===== config.mk =====
export PLATFORM = sky130hd
export DESIGN_NAME = cpu_low_power_clock_stop
export DESIGN_NICKNAME = d
export VERILOG_FILES = /design/src/core/clock_stop_pkg.sv /design/src/core/bus_watch_if.sv /design/src/core/bus_cycle_watch.sv /design/src/core/cpu_low_power_clock_stop.sv
export SDC_FILE = /design/constraint.sdc
export NUM_CORES = 1
export LEC_CHECK = 0
export BUFFER_PORTS_ARGS = -buffer_cell sky130_fd_sc_hd__buf_2
export CAP_MARGIN = 20
export CORE_ASPECT_RATIO = 1.2
export CORE_UTILIZATION = 43
export CTS_BUF_LIST = sky130_fd_sc_hd__clkbuf_8
export CTS_CLUSTER_SIZE = 10
export DETAILED_ROUTE_END_ITERATION = 8
export PLACE_DENSITY = 0.78
export SETUP_SLACK_MARGIN = 0.5
export SLEW_MARGIN = 20
export SYNTH_ARGS = -nofsm -noshare
export SYNTH_HDL_FRONTEND = slang
export SYNTH_SLANG_ARGS = --single-unit

===== constraint.sdc =====
create_clock -name mclk -period 1.84 [get_ports mclk]
set_input_delay 0.368 -clock mclk [delete_from_list [all_inputs] [get_ports mclk]]
set_output_delay 0.368 -clock mclk [all_outputs]
set_load 0.005 [all_outputs]

===== src/core/clock_stop_pkg.sv =====
// package: constants and types for the processor clock-stop and wake logic
package clock_stop_pkg;
   localparam int ADDR_WIDTH = 24;
   localparam int FC_WIDTH = 3;
   localparam int IPL_WIDTH = 3;
   localparam logic [2:0] FC_SUPERVISOR_DATA = 3'h5;
   localparam logic [2:0] CYCLES_WIDE_BUS = 3'h2;
   localparam logic [2:0] CYCLES_NARROW_BUS = 3'h3;
   localparam logic [2:0] CYCLE_COUNT_RESET = 3'h0;
   localparam logic [15:0] HALT_STATUS_WORD = 16'h2000;
   localparam int MASK_LSB = 8;
   localparam logic [2:0] MASK_RESET = 3'h7;

   typedef enum logic [1:0] {
      RUN_STATE = 2'b00,
      ARMED_STATE = 2'b01,
      SLEEP_STATE = 2'b10,
      WAKE_STATE = 2'b11
   } power_state_type;
endpackage


===== src/core/bus_watch_if.sv =====
// interface: bus-cycle observations passed from the bus watcher to the sequencer
`timescale 1ns/1ns
interface bus_watch_if;
   logic addrHit;
   logic cycleDone;
   modport watcher (output addrHit, output cycleDone);
   modport sequencer (input addrHit, input cycleDone);
endinterface


===== src/core/bus_cycle_watch.sv =====
// module: detects supervisor writes to the trigger address and completed bus cycles
`timescale 1ns/1ns
module bus_cycle_watch
   import clock_stop_pkg::*;
(
   input wire logic mclk,
   input wire logic rst,
   input wire logic [ADDR_WIDTH-1:0] address_lines,
   input wire logic [ADDR_WIDTH-1:0] triggerAddress,
   input wire logic readNotWrite,
   input wire logic [FC_WIDTH-1:0] function_code,
   input wire logic addrStrobeN,
   input wire logic dataAckN,
   bus_watch_if.watcher watch
);
   logic addrStrobeDly_reg;
   logic hitSeen_reg;
   logic ackSeen_reg;
   logic rawHit;
   logic strobeRise;

   // address hit only counts while the strobe marks valid lines
   assign rawHit = !addrStrobeN && (address_lines == triggerAddress) && !readNotWrite
                   && (function_code == FC_SUPERVISOR_DATA);

   always_ff @(posedge mclk) begin
      if (rst) begin
         addrStrobeDly_reg <= 1'b1;
      end else begin
         addrStrobeDly_reg <= addrStrobeN;
      end
   end

   // a cycle ends on the rising edge of the address strobe
   assign strobeRise = addrStrobeN && !addrStrobeDly_reg;

   // the lines are gone once the strobe rises, so the hit is held until the cycle ends
   always_ff @(posedge mclk) begin
      if (rst) begin
         hitSeen_reg <= 1'b0;
      end else if (rawHit) begin
         hitSeen_reg <= 1'b1;
      end else if (strobeRise) begin
         hitSeen_reg <= 1'b0;
      end
   end

   // a strobe that rises without an acknowledge moved no data and is not counted
   always_ff @(posedge mclk) begin
      if (rst) begin
         ackSeen_reg <= 1'b0;
      end else if (!addrStrobeN && !dataAckN) begin
         ackSeen_reg <= 1'b1;
      end else if (strobeRise) begin
         ackSeen_reg <= 1'b0;
      end
   end

   assign watch.addrHit = hitSeen_reg;
   assign watch.cycleDone = strobeRise && ackSeen_reg;
endmodule


===== src/core/cpu_low_power_clock_stop.sv =====
// module: clock-stop and wake sequencer for a static processor
`timescale 1ns/1ns
// Summary of operation
// software enters supervisor state first
// trigger address anywhere in 24-bit space
// hit on supervisor data write
// count bus cycles from trigger write
// stop clock after immediate operand fetch
// narrow bus needs one more count
// clock gating without runts or glitches
// arbitration done during status operand fetch
// sleep until proper interrupt level seen
// stable clock before wake request
// re-enable clock on next falling edge
// wake and reset are asynchronous inputs; rst is used as a synchronous reset
// bus request negated before resuming; the sequencer leaves sleep without looking at bus_request_in
// handler writes byte, halts, returns
// halt status word sets wake mask
// bus width is chosen statically
// two-wire request and grant arbitration
// registered enable, counter clears off hit
// address strobe end marks bus cycle
module cpu_low_power_clock_stop
   import clock_stop_pkg::*;
(
   input wire logic mclk,
   input wire logic rst,
   input wire logic [ADDR_WIDTH-1:0] address_lines,
   input wire logic [ADDR_WIDTH-1:0] triggerAddress,
   input wire logic readNotWrite,
   input wire logic [FC_WIDTH-1:0] function_code,
   input wire logic addrStrobeN,
   input wire logic dataAckN,
   input wire logic [IPL_WIDTH-1:0] interrupt_level_in,
   input wire logic wakeRequest,
   input wire logic narrowBus,
   input wire logic bus_request_in,
   output logic cpuClockEnable,
   output logic sleeping,
   output logic busGrant,
   output logic [IPL_WIDTH-1:0] wakeMask
);
   bus_watch_if watch ();

   bus_cycle_watch bus_cycle_watch_i (
      .mclk(mclk),
      .rst(rst),
      .address_lines(address_lines),
      .triggerAddress(triggerAddress),
      .readNotWrite(readNotWrite),
      .function_code(function_code),
      .addrStrobeN(addrStrobeN),
      .dataAckN(dataAckN),
      .watch(watch.watcher)
   );

   // ------------------------------------------------------------
   // sequencer
   // ------------------------------------------------------------
   power_state_type state_reg, state_next;
   logic [2:0] cycleCount_reg;
   logic [2:0] cycleTarget;
   logic wakeSync1_reg, wakeSync2_reg;
   logic enable_reg;
   logic enableLow_reg;
   logic [IPL_WIDTH-1:0] levelSeen_reg;
   logic levelPending;

   // wake input is asynchronous, so it is brought in through two flops
   always_ff @(posedge mclk) begin
      if (rst) begin
         wakeSync1_reg <= 1'b0;
         wakeSync2_reg <= 1'b0;
      end else begin
         wakeSync1_reg <= wakeRequest;
         wakeSync2_reg <= wakeSync1_reg;
      end
   end

   // the narrow bus fetches the immediate word in two cycles
   assign cycleTarget = narrowBus ? CYCLES_NARROW_BUS : CYCLES_WIDE_BUS;

   always_comb begin
      state_next = state_reg;
      case (state_reg)
         RUN_STATE: begin
            if (watch.addrHit && watch.cycleDone) begin
               state_next = ARMED_STATE;
            end
         end
         ARMED_STATE: begin
            if (watch.cycleDone && (cycleCount_reg + 3'h1 == cycleTarget)) begin
               state_next = SLEEP_STATE;
            end
         end
         SLEEP_STATE: begin
            // sleep ends only on the wake request, and only for a level the mask lets through
            if (wakeSync2_reg && levelPending) begin
               state_next = WAKE_STATE;
            end
         end
         WAKE_STATE: begin
            state_next = RUN_STATE;
         end
         default: begin
            state_next = RUN_STATE;
         end
      endcase
   end

   always_ff @(posedge mclk) begin
      if (rst) begin
         state_reg <= RUN_STATE;
      end else begin
         state_reg <= state_next;
      end
   end

   // counter runs only while armed and clears otherwise
   always_ff @(posedge mclk) begin
      if (rst) begin
         cycleCount_reg <= CYCLE_COUNT_RESET;
      end else if (state_reg != ARMED_STATE) begin
         cycleCount_reg <= CYCLE_COUNT_RESET;
      end else if (watch.cycleDone) begin
         cycleCount_reg <= cycleCount_reg + 3'h1;
      end
   end

   // ------------------------------------------------------------
   // clock enable
   // ------------------------------------------------------------
   always_ff @(posedge mclk) begin
      if (rst) begin
         enable_reg <= 1'b1;
      end else begin
         enable_reg <= (state_next == RUN_STATE) || (state_next == ARMED_STATE)
                       || (state_next == WAKE_STATE);
      end
   end

   // retimed on the falling edge so a downstream and-gate sees a change only while the clock is low
   always_ff @(negedge mclk) begin
      if (rst) begin
         enableLow_reg <= 1'b1;
      end else begin
         enableLow_reg <= enable_reg;
      end
   end
   assign cpuClockEnable = enableLow_reg;

   always_ff @(posedge mclk) begin
      if (rst) begin
         sleeping <= 1'b0;
      end else begin
         sleeping <= (state_next == SLEEP_STATE);
      end
   end

   // ------------------------------------------------------------
   // arbitration and wake mask
   // ------------------------------------------------------------
   // two-wire scheme: grant follows request, no acknowledge
   always_ff @(posedge mclk) begin
      if (rst) begin
         busGrant <= 1'b0;
      end else begin
         busGrant <= bus_request_in;
      end
   end

   // the halt status word fixes the interrupt mask that ends sleep
   always_ff @(posedge mclk) begin
      if (rst) begin
         wakeMask <= MASK_RESET;
      end else if (state_reg == RUN_STATE && state_next == ARMED_STATE) begin
         wakeMask <= HALT_STATUS_WORD[MASK_LSB +: IPL_WIDTH];
      end
   end

   always_ff @(posedge mclk) begin
      if (rst) begin
         levelSeen_reg <= 3'h0;
      end else begin
         levelSeen_reg <= interrupt_level_in;
      end
   end

   // the top level cannot be masked; below it the level must exceed the mask
   assign levelPending = (levelSeen_reg > wakeMask) || (levelSeen_reg == 3'h7);
endmodule


==> impl_results.md, run 1 <==
* Outcome: finished, violations left
* Violated checks: negative setup slack
* CTS tree: yes
* Post-route ant nets at 0
* Bufs on Longest Clock Path at 2
* RSZ-0062 raised after global routing: true
* Worst-Margin Slew at approximately 0.27 ns
* Port bufs at 67
* Starting Density at 0.4532
* Largest delay contributor family on the critical path: flip-flops
* Via/cell ratio at approximately 4.8
* Root Driver: clkbuf_8
* Setup slack, reg-to-reg at about 0.33 ns
* Clock power frac at 0.353
* Kind of end point of the critical path: output port
* Fin nets at between 200 and 250
* All-layer global routing usage at 0.2062
* Final antenna diode count at 0
* Final worst slack at -0.1789 ns
* Switching Share at 0.2451
* I/O pin count at a little under 70
* Worst hold path type: in2reg
* NetSw at about 0.21 mW
* WL final at ~2.4 mm
* Global-route wire length before repair at 3.781 mm
* Iter 0 DRT Violations at 16
* Mapped Area at 1023 µm²
* Yosys reg bits at 18
* Peak supply drop at approximately 0.4 mV
* Die area at 2580 µm²
* Layout cell share with drive strength beyond 1 at 0.5222
* Worst-Skew Late Latency at roughly 0.32 ns
* Final Wtd Congestion at about 0.79
* TritonRoute pass-1 iters at 6
* M1 GR Usage at 0.1925
* DR vias at around 1000
* Crit path max fanout at 1
* Total of max-cap violations at 0
* FP Rows at 19
* Pleak at roughly 0.71 nW
* CTS Buf Count at 3
* Final setup violating endpoints at 1
* Relative max-transition margin at 0.8186
* Critical path cell sequence: buf_2
* Post-DP HPWL at about 1.9 mm
* Register share of total power at 0.480
* Met3 Track Usage GR at 0.04575
* Post-Syn Instances at about 110
* GRT busiest layer: met2
* Finished Cell Area at roughly 1500 µm²
* Place WS at 0.1156 ns
* CP required at about 1.5 ns
* Buf/Inv on CP at 1
* GR met2 Demand/Resource at 0.3730
* Area of the multi-input gates at 674.4 µm²
* Clock Skew at around 0.051 ns
* Hold Fails Final Rpt at 0
* GRT Residual Overflow at 0
* Area delta synth->final at 48.41%
* Clock transition at path regs at about 0.070 ns
* Max incr delay on CP at slightly above 0.3 ns
* Core region area at 2258 µm²
* Chip height at 55.45 µm
* WL/cell at 11.32 µm
* Final-layout fill cell count at 181
* Seq. cell area at 369.1 µm²
* Async SR Flop Fraction at 0
* Startpoint class of the critical path: register
* Seq/Total Area, Yosys at 0.3521
* Layout Utilization at 0.6726
* Synth Flop Type: dfxtp_1
* Number of synthesized flops with an enable pin at 0
* Combinational power share at 0.167
* Cts hold-fix bufs at 0
* Cell area power density at between 500 and 600 nW/µm²
* Initial antenna violation count at 0
* Max-slew violation count at 0
* Number of global-route vias before repair at roughly 1000
* Setup CP Type: reg2out
* Internal Dissipation at 0.6332 mW
* Overall power at 0.8387 mW
* Drt drc at 0
* Post-Syn Nets at ~170
* Library cells used by synthesis at 29
* Slowest CP cell: dfxtp_1
* Ys Warns at 0
* Placed Area at approximately 1400 µm²
* CTS Sinks at 18
* Die Wd at approximately 47 µm
* Post-Syn Area per Cell at roughly 9.6 µm²
* Worst Path Arrival at approximately 1.7 ns
* Largest net degree at the start of global routing at 14
* H-tree depth at 1
## final timing paths
kind	startpoint	depth (start not counted)	end
worst min register to register	wakeSync1_reg	1	wakeSync2_reg
worst min-delay path	bus_request_in	2	busGrant
worst max register to register	enable_reg	1	cpuClockEnable
worst max-delay path	cpuClockEnable	1	cpuClockEnable
## power groups by stage
stage / clock (mW) / sequential (mW) / combinational (mW)
detailed placement: 0.00680 / 0.412 / 0.141
global route: 0.312 / 0.404 / 0.155
floorplan: 0.00680 / 0.412 / 0.0611
global placement: 0.00680 / 0.412 / 0.136
finish: 0.296 / 0.403 / 0.140
CTS: 0.291 / 0.403 / 0.142
## repair_timing
| item | in CTS | in global routing |
|---|---|---|
| resized for setup | 9 | 2 |
| setup endpoints to repair | 6 | 7 |
| pin swaps | 8 | 3 |
| cloned | 0 | 0 |
| setup buffers | 2 | 2 |
## logic make-up (layout without fill, tap and decap cells)
logic type               Yosys count  after routing  synth area share
AO/OA/AOI/OAI                     11             11           0.08192
XOR/XNOR                          28             28            0.2396
adder cells (fa/ha/maj)            4              4           0.04890
buffers and inverters              8             81           0.03667
flip-flops                        18             18            0.3521
AND/OR/NAND/NOR                   38             38            0.2408
## layer usage
metal | vias to the layer above | wire (µm) | share of wire
met1 | 446 | 864 | 0.36
li1 | 509 | - | -
met5 | - | 0 | 0
met4 | 0 | 28 | 0.012
met3 | 3 | 177 | 0.074
met2 | 56 | 1318 | 0.55
## layout make-up
type	instances	area share
Inverter	4	0.009885
Multi-Input combinational cell	81	0.4440
Tap cell	31	0.02554
Clock buffer	3	0.02718
Timing Repair Buffer	72	0.2455
Sequential cell	18	0.2430
Clock inverter	2	0.004942
## Yosys cell counts (2+ instances only)
master / instances / area (µm²)
nand2_1: 2 / 7.510
xnor2_1: 2 / 17.52
inv_1: 5 / 18.77
nand4_1: 2 / 12.51
dfxtp_1: 18 / 360.4
ha_1: 4 / 50.05
or2_2: 2 / 12.51
buf_4: 2 / 15.01
nor2b_1: 8 / 50.05
o21ai_0: 2 / 10.01
nor2_1: 7 / 26.28
nor4_1: 6 / 37.54
nand3_1: 2 / 10.01
xor2_1: 26 / 227.7
a21oi_1: 4 / 20.02
nand3b_1: 2 / 15.01
## stage by stage
step	std cells	setup TNS, ns	hold WS (ns)
3_3_place_gp	203	0	0.4264
4_1_cts	209	-0.1813	0.3185
3_5_place_dp	203	0	0.4251
5_1_grt	211	-0.1932	0.3284
6_report	211	-0.1789	0.3107
2_1_floorplan	107	0	0.4138
## placed cells by master (no fill, tap or decap), types with 2 or more instances in the layout
| cell | count |
|---|---|
| a21oi_1 | 2 |
| a21oi_2 | 2 |
| buf_2 | 67 |
| buf_4 | 5 |
| clkbuf_8 | 3 |
| dfxtp_1 | 13 |
| dfxtp_2 | 4 |
| ha_1 | 2 |
| ha_4 | 2 |
| inv_1 | 4 |
| nand2_1 | 2 |
| nand3b_1 | 2 |
| nand4_1 | 2 |
| nor2_1 | 7 |
| nor2b_1 | 8 |
| nor4_1 | 6 |
| xnor2_1 | 2 |
| xor2_1 | 26 |
No activity file was read; power rests on OpenSTA's default activity.
==> run 2, diff against run 1 <==
==> constraint.sdc (replaced) <==
create_clock -name mclk -period 1.84 [get_ports mclk]
set_input_delay 0.184 -clock mclk [delete_from_list [all_inputs] [get_ports mclk]]
set_output_delay 0.184 -clock mclk [all_outputs]
set_load 0.005 [all_outputs]
==> impl_results.md, run 2 (synthesized netlist as in run 1, its figures left out) <==
* WL/cell at around 10 µm
* Die area at approximately 2600 µm²
* Setup CP Type: reg2out
* Final Wtd Congestion at between 0.7 and 0.8
* Internal Dissipation at roughly 0.63 mW
* Largest net degree at the start of global routing at 14
* TritonRoute pass-1 iters at 2
* Worst hold path type: in2reg
* Number of global-route vias before repair at between 900 and 1000
* Crit path max fanout at 1
* Worst hold margin at ~0.14 ns
* Switching Share at 0.2345
* Total of max-cap violations at 0
* Worst-Margin Slew at around 0.28 ns
* Worst Path Arrival at roughly 1.7 ns
* Post-route ant nets at 0
* Final antenna diode count at 0
* Chip height at about 55 µm
* Pleak at roughly 0.7 nW
* GR met2 Demand/Resource at 0.3413
* Final-layout fill cell count at around 190
* Max incr delay on CP at about 0.3 ns
* Bufs on Longest Clock Path at 2
* Core region area at between 2000 and 2500 µm²
* Reg2reg end: cpuClockEnable
* Kind of end point of the critical path: output port
* H-tree depth at 1
* Commonest non-fill, non-tap cells in the layout: buf_2 (67), xor2_1 (26), dfxtp_1 (12)
* Peak supply drop at around 0.46 mV
* WL final at between 2 and 2.5 mm
* Worst flop-to-flop path startpoint: enable_reg
* CTS Sinks at 18
* Post-DP HPWL at between 1.5 and 2 mm
* Die Wd at roughly 47 µm
* Startpoint class of the critical path: register
* Outcome: finished clean
* Finished Cell Area at around 1500 µm²
* Final setup violating endpoints at 0
* NetSw at between 0.15 and 0.2 mW
* Commonest non-fill, non-tap cell in the layout: buf_2
* Clock Skew at 0.06212 ns
* M1 GR Usage at 0.1872
* Worst-Skew Late Latency at approximately 0.31 ns
* Clock transition at path regs at roughly 0.070 ns
* Root Driver: clkbuf_8
* Fin nets at approximately 250
* Relative max-transition margin at 0.8149
* FP Rows at 19
* Layout Utilization at 0.6632
* Combinational power share at 0.170
* Hold wc startpoint: interrupt_level_in[0]
* Largest delay contributor family on the critical path: flip-flops
* Placed Area at approximately 1400 µm²
* GRT Residual Overflow at 0
* Fin Setup TNS at 0 ns
* Max-slew violation count at 0
* Register share of total power at 0.488
* Worst hold stages at 2
* Worst R2R Path Depth at 1
* CTS Buf Count at 3
* Initial antenna violation count at 0
* RSZ-0062 raised after global routing: true
* Overall power at slightly above 0.8 mW
* Area delta synth->final at 46.33%
* CP required at ~1.7 ns
* Via/cell ratio at ~4.7
* I/O pin count at between 60 and 70
* GRT busiest layer: met2
* CTS tree: yes
* All-layer global routing usage at 0.1938
* Buf/Inv on CP at 1
* Hold Fails Final Rpt at 0
* Critical path cell sequence: buf_2
* Starting Density at 0.4532
* Cts hold-fix bufs at 0
* Slowest CP cell: dfxtp_2
* Drt drc at 0
* Layout cell share with drive strength beyond 1 at 0.5140
* Met3 Track Usage GR at 0.04902
* DR vias at 983
* Cell area power density at 552.9 nW/µm²
* Clock power frac at 0.342
* End of the worst hold path: levelSeen_reg[0]
* Setup slack, reg-to-reg at roughly 0.36 ns
* Global-route wire length before repair at 3.546 mm
* Port bufs at 67
* Iter 0 DRT Violations at 9
==> run 2: cell type report <==
class                           count  area (µm²)  area share
Sequential cell                    18       367.9      0.2456
Multi-Input combinational cell     81       661.9      0.4419
Clock buffer                        3       41.29     0.02757
Timing Repair Buffer               71       365.4      0.2439
Clock inverter                      2       7.507    0.005013
Inverter                            4       15.01     0.01003
Tap cell                           31       38.79     0.02590
==> run 2: power by group through the flow <==
stage	logic, mW	clock network, mW	registers [mW]
5_1_grt	0.156	0.315	0.405
4_1_cts	0.142	0.294	0.404
3_5_place_dp	0.142	0.00680	0.413
3_3_place_gp	0.136	0.00680	0.412
2_1_floorplan	0.0611	0.00680	0.412
6_report	0.140	0.283	0.404
==> run 2: metal layers <==
metal | vias up | share of wire | wire (µm)
met5 | - | 0 | 0
met4 | 0 | 0.026 | 58
met3 | 4 | 0.073 | 161
met2 | 50 | 0.51 | 1110
met1 | 424 | 0.39 | 868
li1 | 505 | - | -
==> run 2: how the worst max path moves through the flow <==
stage / from / end / slack [ns] / cells after the start
2_1_floorplan: rst / cpuClockEnable / 0.28 / 2
3_3_place_gp: enable_reg / cpuClockEnable / 0.30 / 1
3_5_place_dp: enable_reg / cpuClockEnable / 0.29 / 1
4_1_cts: cpuClockEnable / cpuClockEnable / -0.0007 / 1
5_1_grt: cpuClockEnable / cpuClockEnable / -0.02 / 1
6_report: cpuClockEnable / cpuClockEnable / 0.002 / 1
==> run 2: what timing repair did <==
item | CTS | global route
pin swaps | 4 | 5
setup endpoints to repair | 5 | 7
resized for setup | 3 | 6
buffers inserted | 2 | 1
cloned | 0 | 0
==> run 2: through the flow <==
step	std cells	setup WS [ns]
3_5_place_dp	203	0.2918
5_1_grt	210	-0.01668
6_report	210	0.001893
2_1_floorplan	107	0.2762
3_3_place_gp	203	0.3003
4_1_cts	209	-0.0006913
==> run 3, diff against run 2 <==
Settings changed: CORE_UTILIZATION 43 to 39, PLACE_DENSITY 0.78 to 0.74.
Clock period 1.84 ns to 1.5 ns, I/O delays scaled along.
==> impl_results.md, run 3 (synthesized netlist as in run 1, its figures left out) <==
* All-layer global routing usage at 0.1821
* Critical path cell sequence: buf_6
* H-tree depth at 1
* Chip height at ~58 µm
* Dpl cells at slightly above 200
* Initial antenna violation count at 0
* Worst hold path type: in2reg
* Violated checks: negative setup slack
* Place WS at ~0.052 ns
* Finished Cell Area at around 1600 µm²
* Final-layout fill cell count at around 190
* Cell area power density at about 650 nW/µm²
* Non-filler instance count after layout at 211
* I/O pin count at ~70
* Die area at ~2800 µm²
* Starting Density at 0.4305
* Relative max-transition margin at 0.7994
* End of the worst hold path: wakeSync1_reg
* CTS Sinks at 18
* Max-slew violation count at 0
* Iter 0 DRT Violations at 11
* Drt drc at 0
* Clock Skew at 0.06986 ns
* WL/cell at about 11 µm
* Hold wc startpoint: wakeRequest
* Largest delay contributor family on the critical path: flip-flops
* Core region area at 2377 µm²
* Pleak at approximately 0.73 nW
* TritonRoute pass-1 iters at 4
* Largest net degree at the start of global routing at 14
* Layout cell share with drive strength beyond 1 at 0.5389
* Final setup violating endpoints at 1
* Root Driver: clkbuf_8
* Port bufs at 67
* Placed Area at 1398 µm²
* Worst-Margin Slew at roughly 0.3 ns
* Crit path max fanout at 1
* Fin Setup TNS at -0.1274 ns
* DR vias at around 1000
* Worst R2R Path Depth at 5
* Slowest CP cell: dfxtp_2
* Area delta synth->final at 52.57%
* Worst hold stages at 2
* Hold Fails Final Rpt at 0
* Commonest non-fill, non-tap cell in the layout: buf_2
* RSZ-0062 raised after global routing: true
* Final antenna diode count at 0
* FP Rows at 19
* Bufs on Longest Clock Path at 2
* Setup slack, reg-to-reg at 0.05 ns
* Kind of end point of the critical path: output port
* Clock transition at path regs at approximately 0.07 ns
* Crit path from: cpuClockEnable
* Fin nets at ~250
* Worst flop-to-flop path startpoint: cycleCount_reg[1]
* Buf/Inv on CP at 1
* Outcome: finished, violations left
* Global-route wire length before repair at around 4 mm
* Post-route ant nets at 0
* Final worst slack at -0.1274 ns
* Layout Utilization at 0.6568
* Setup CP Type: reg2out
* CTS tree: yes
* Startpoint class of the critical path: register
* Via/cell ratio at about 4.8
* Total of max-cap violations at 0
* Max incr delay on CP at between 0.3 and 0.4 ns
* GRT Residual Overflow at 0
* Die Wd at 48.77 µm
* CTS Buf Count at 3
* Reg2reg end: sleeping
* CP required at 1.35 ns
* Peak supply drop at a little under 0.5 mV
* Post-DP HPWL at approximately 1.9 mm
* Worst Path Arrival at roughly 1.5 ns
* WL final at approximately 2.4 mm
* Final Wtd Congestion at between 0.8 and 0.9
* Number of global-route vias before repair at 1029
* Worst-Skew Late Latency at 0.32 ns
* Commonest non-fill, non-tap cells in the layout: buf_2 (63), xor2_1 (26), dfxtp_1 (11)
[run 3: changes by cell type in the layout (fill, tap and decap cells not counted), sizes merged]
| cell | previous run | this run |
|---|---|---|
| buf | 71 | 72 |
[run 3: final cells by class]
class,count,area [µm²],area share
inverter,4,15.01,0.009615
clock inverter,2,7.507,0.004808
sequential,18,371.6,0.2380
multi-input combinational,81,681.9,0.4367
timing repair buffer,72,405.4,0.2596
tap,31,38.79,0.02484
clock buffer,3,41.29,0.02644
[run 3: how the worst max path moves through the flow]
| stage | to | slack, ns | cells past startpoint |
|---|---|---|---|
| after CTS | cpuClockEnable | -0.14 | 1 |
| after detailed placement | sleeping | 0.05 | 5 |
| after global routing | cpuClockEnable | -0.15 | 1 |
| final | cpuClockEnable | -0.13 | 1 |
| after global placement | sleeping | 0.08 | 5 |
| after floorplan | sleeping | 0.11 | 5 |
[run 3: where the power goes]
part           internal, mW  switching (mW)
combinational         0.104          0.0710
sequential            0.488         0.00634
clock                 0.185           0.161
[run 3: metrics by stage]
step                      hold WS [ns]  total power [mW]
after floorplan                 0.2387            0.5856
after global placement          0.3577            0.6793
after detailed placement        0.3641            0.6878
after CTS                      0.09709             1.026
after global routing            0.1066             1.067
final                          0.09984             1.016
[run 3: per-layer routing]
layer / global-route usage / vias up / part of all wire
li1: - / 507 / -
met5: 0 / - / 0
met4: 0.08824 / 0 / 0.018
met3: 0.02625 / 5 / 0.053
met1: 0.1683 / 448 / 0.36
met2: 0.3810 / 45 / 0.57
[run 3: repair_timing]
item                                    in CTS  in global routing
gates resized for setup                     11                  7
hold buffers                                 0                  0
buffers inserted                             3                  1
pin swaps                                    7                  2
endpoints found under the setup margin       8                 12
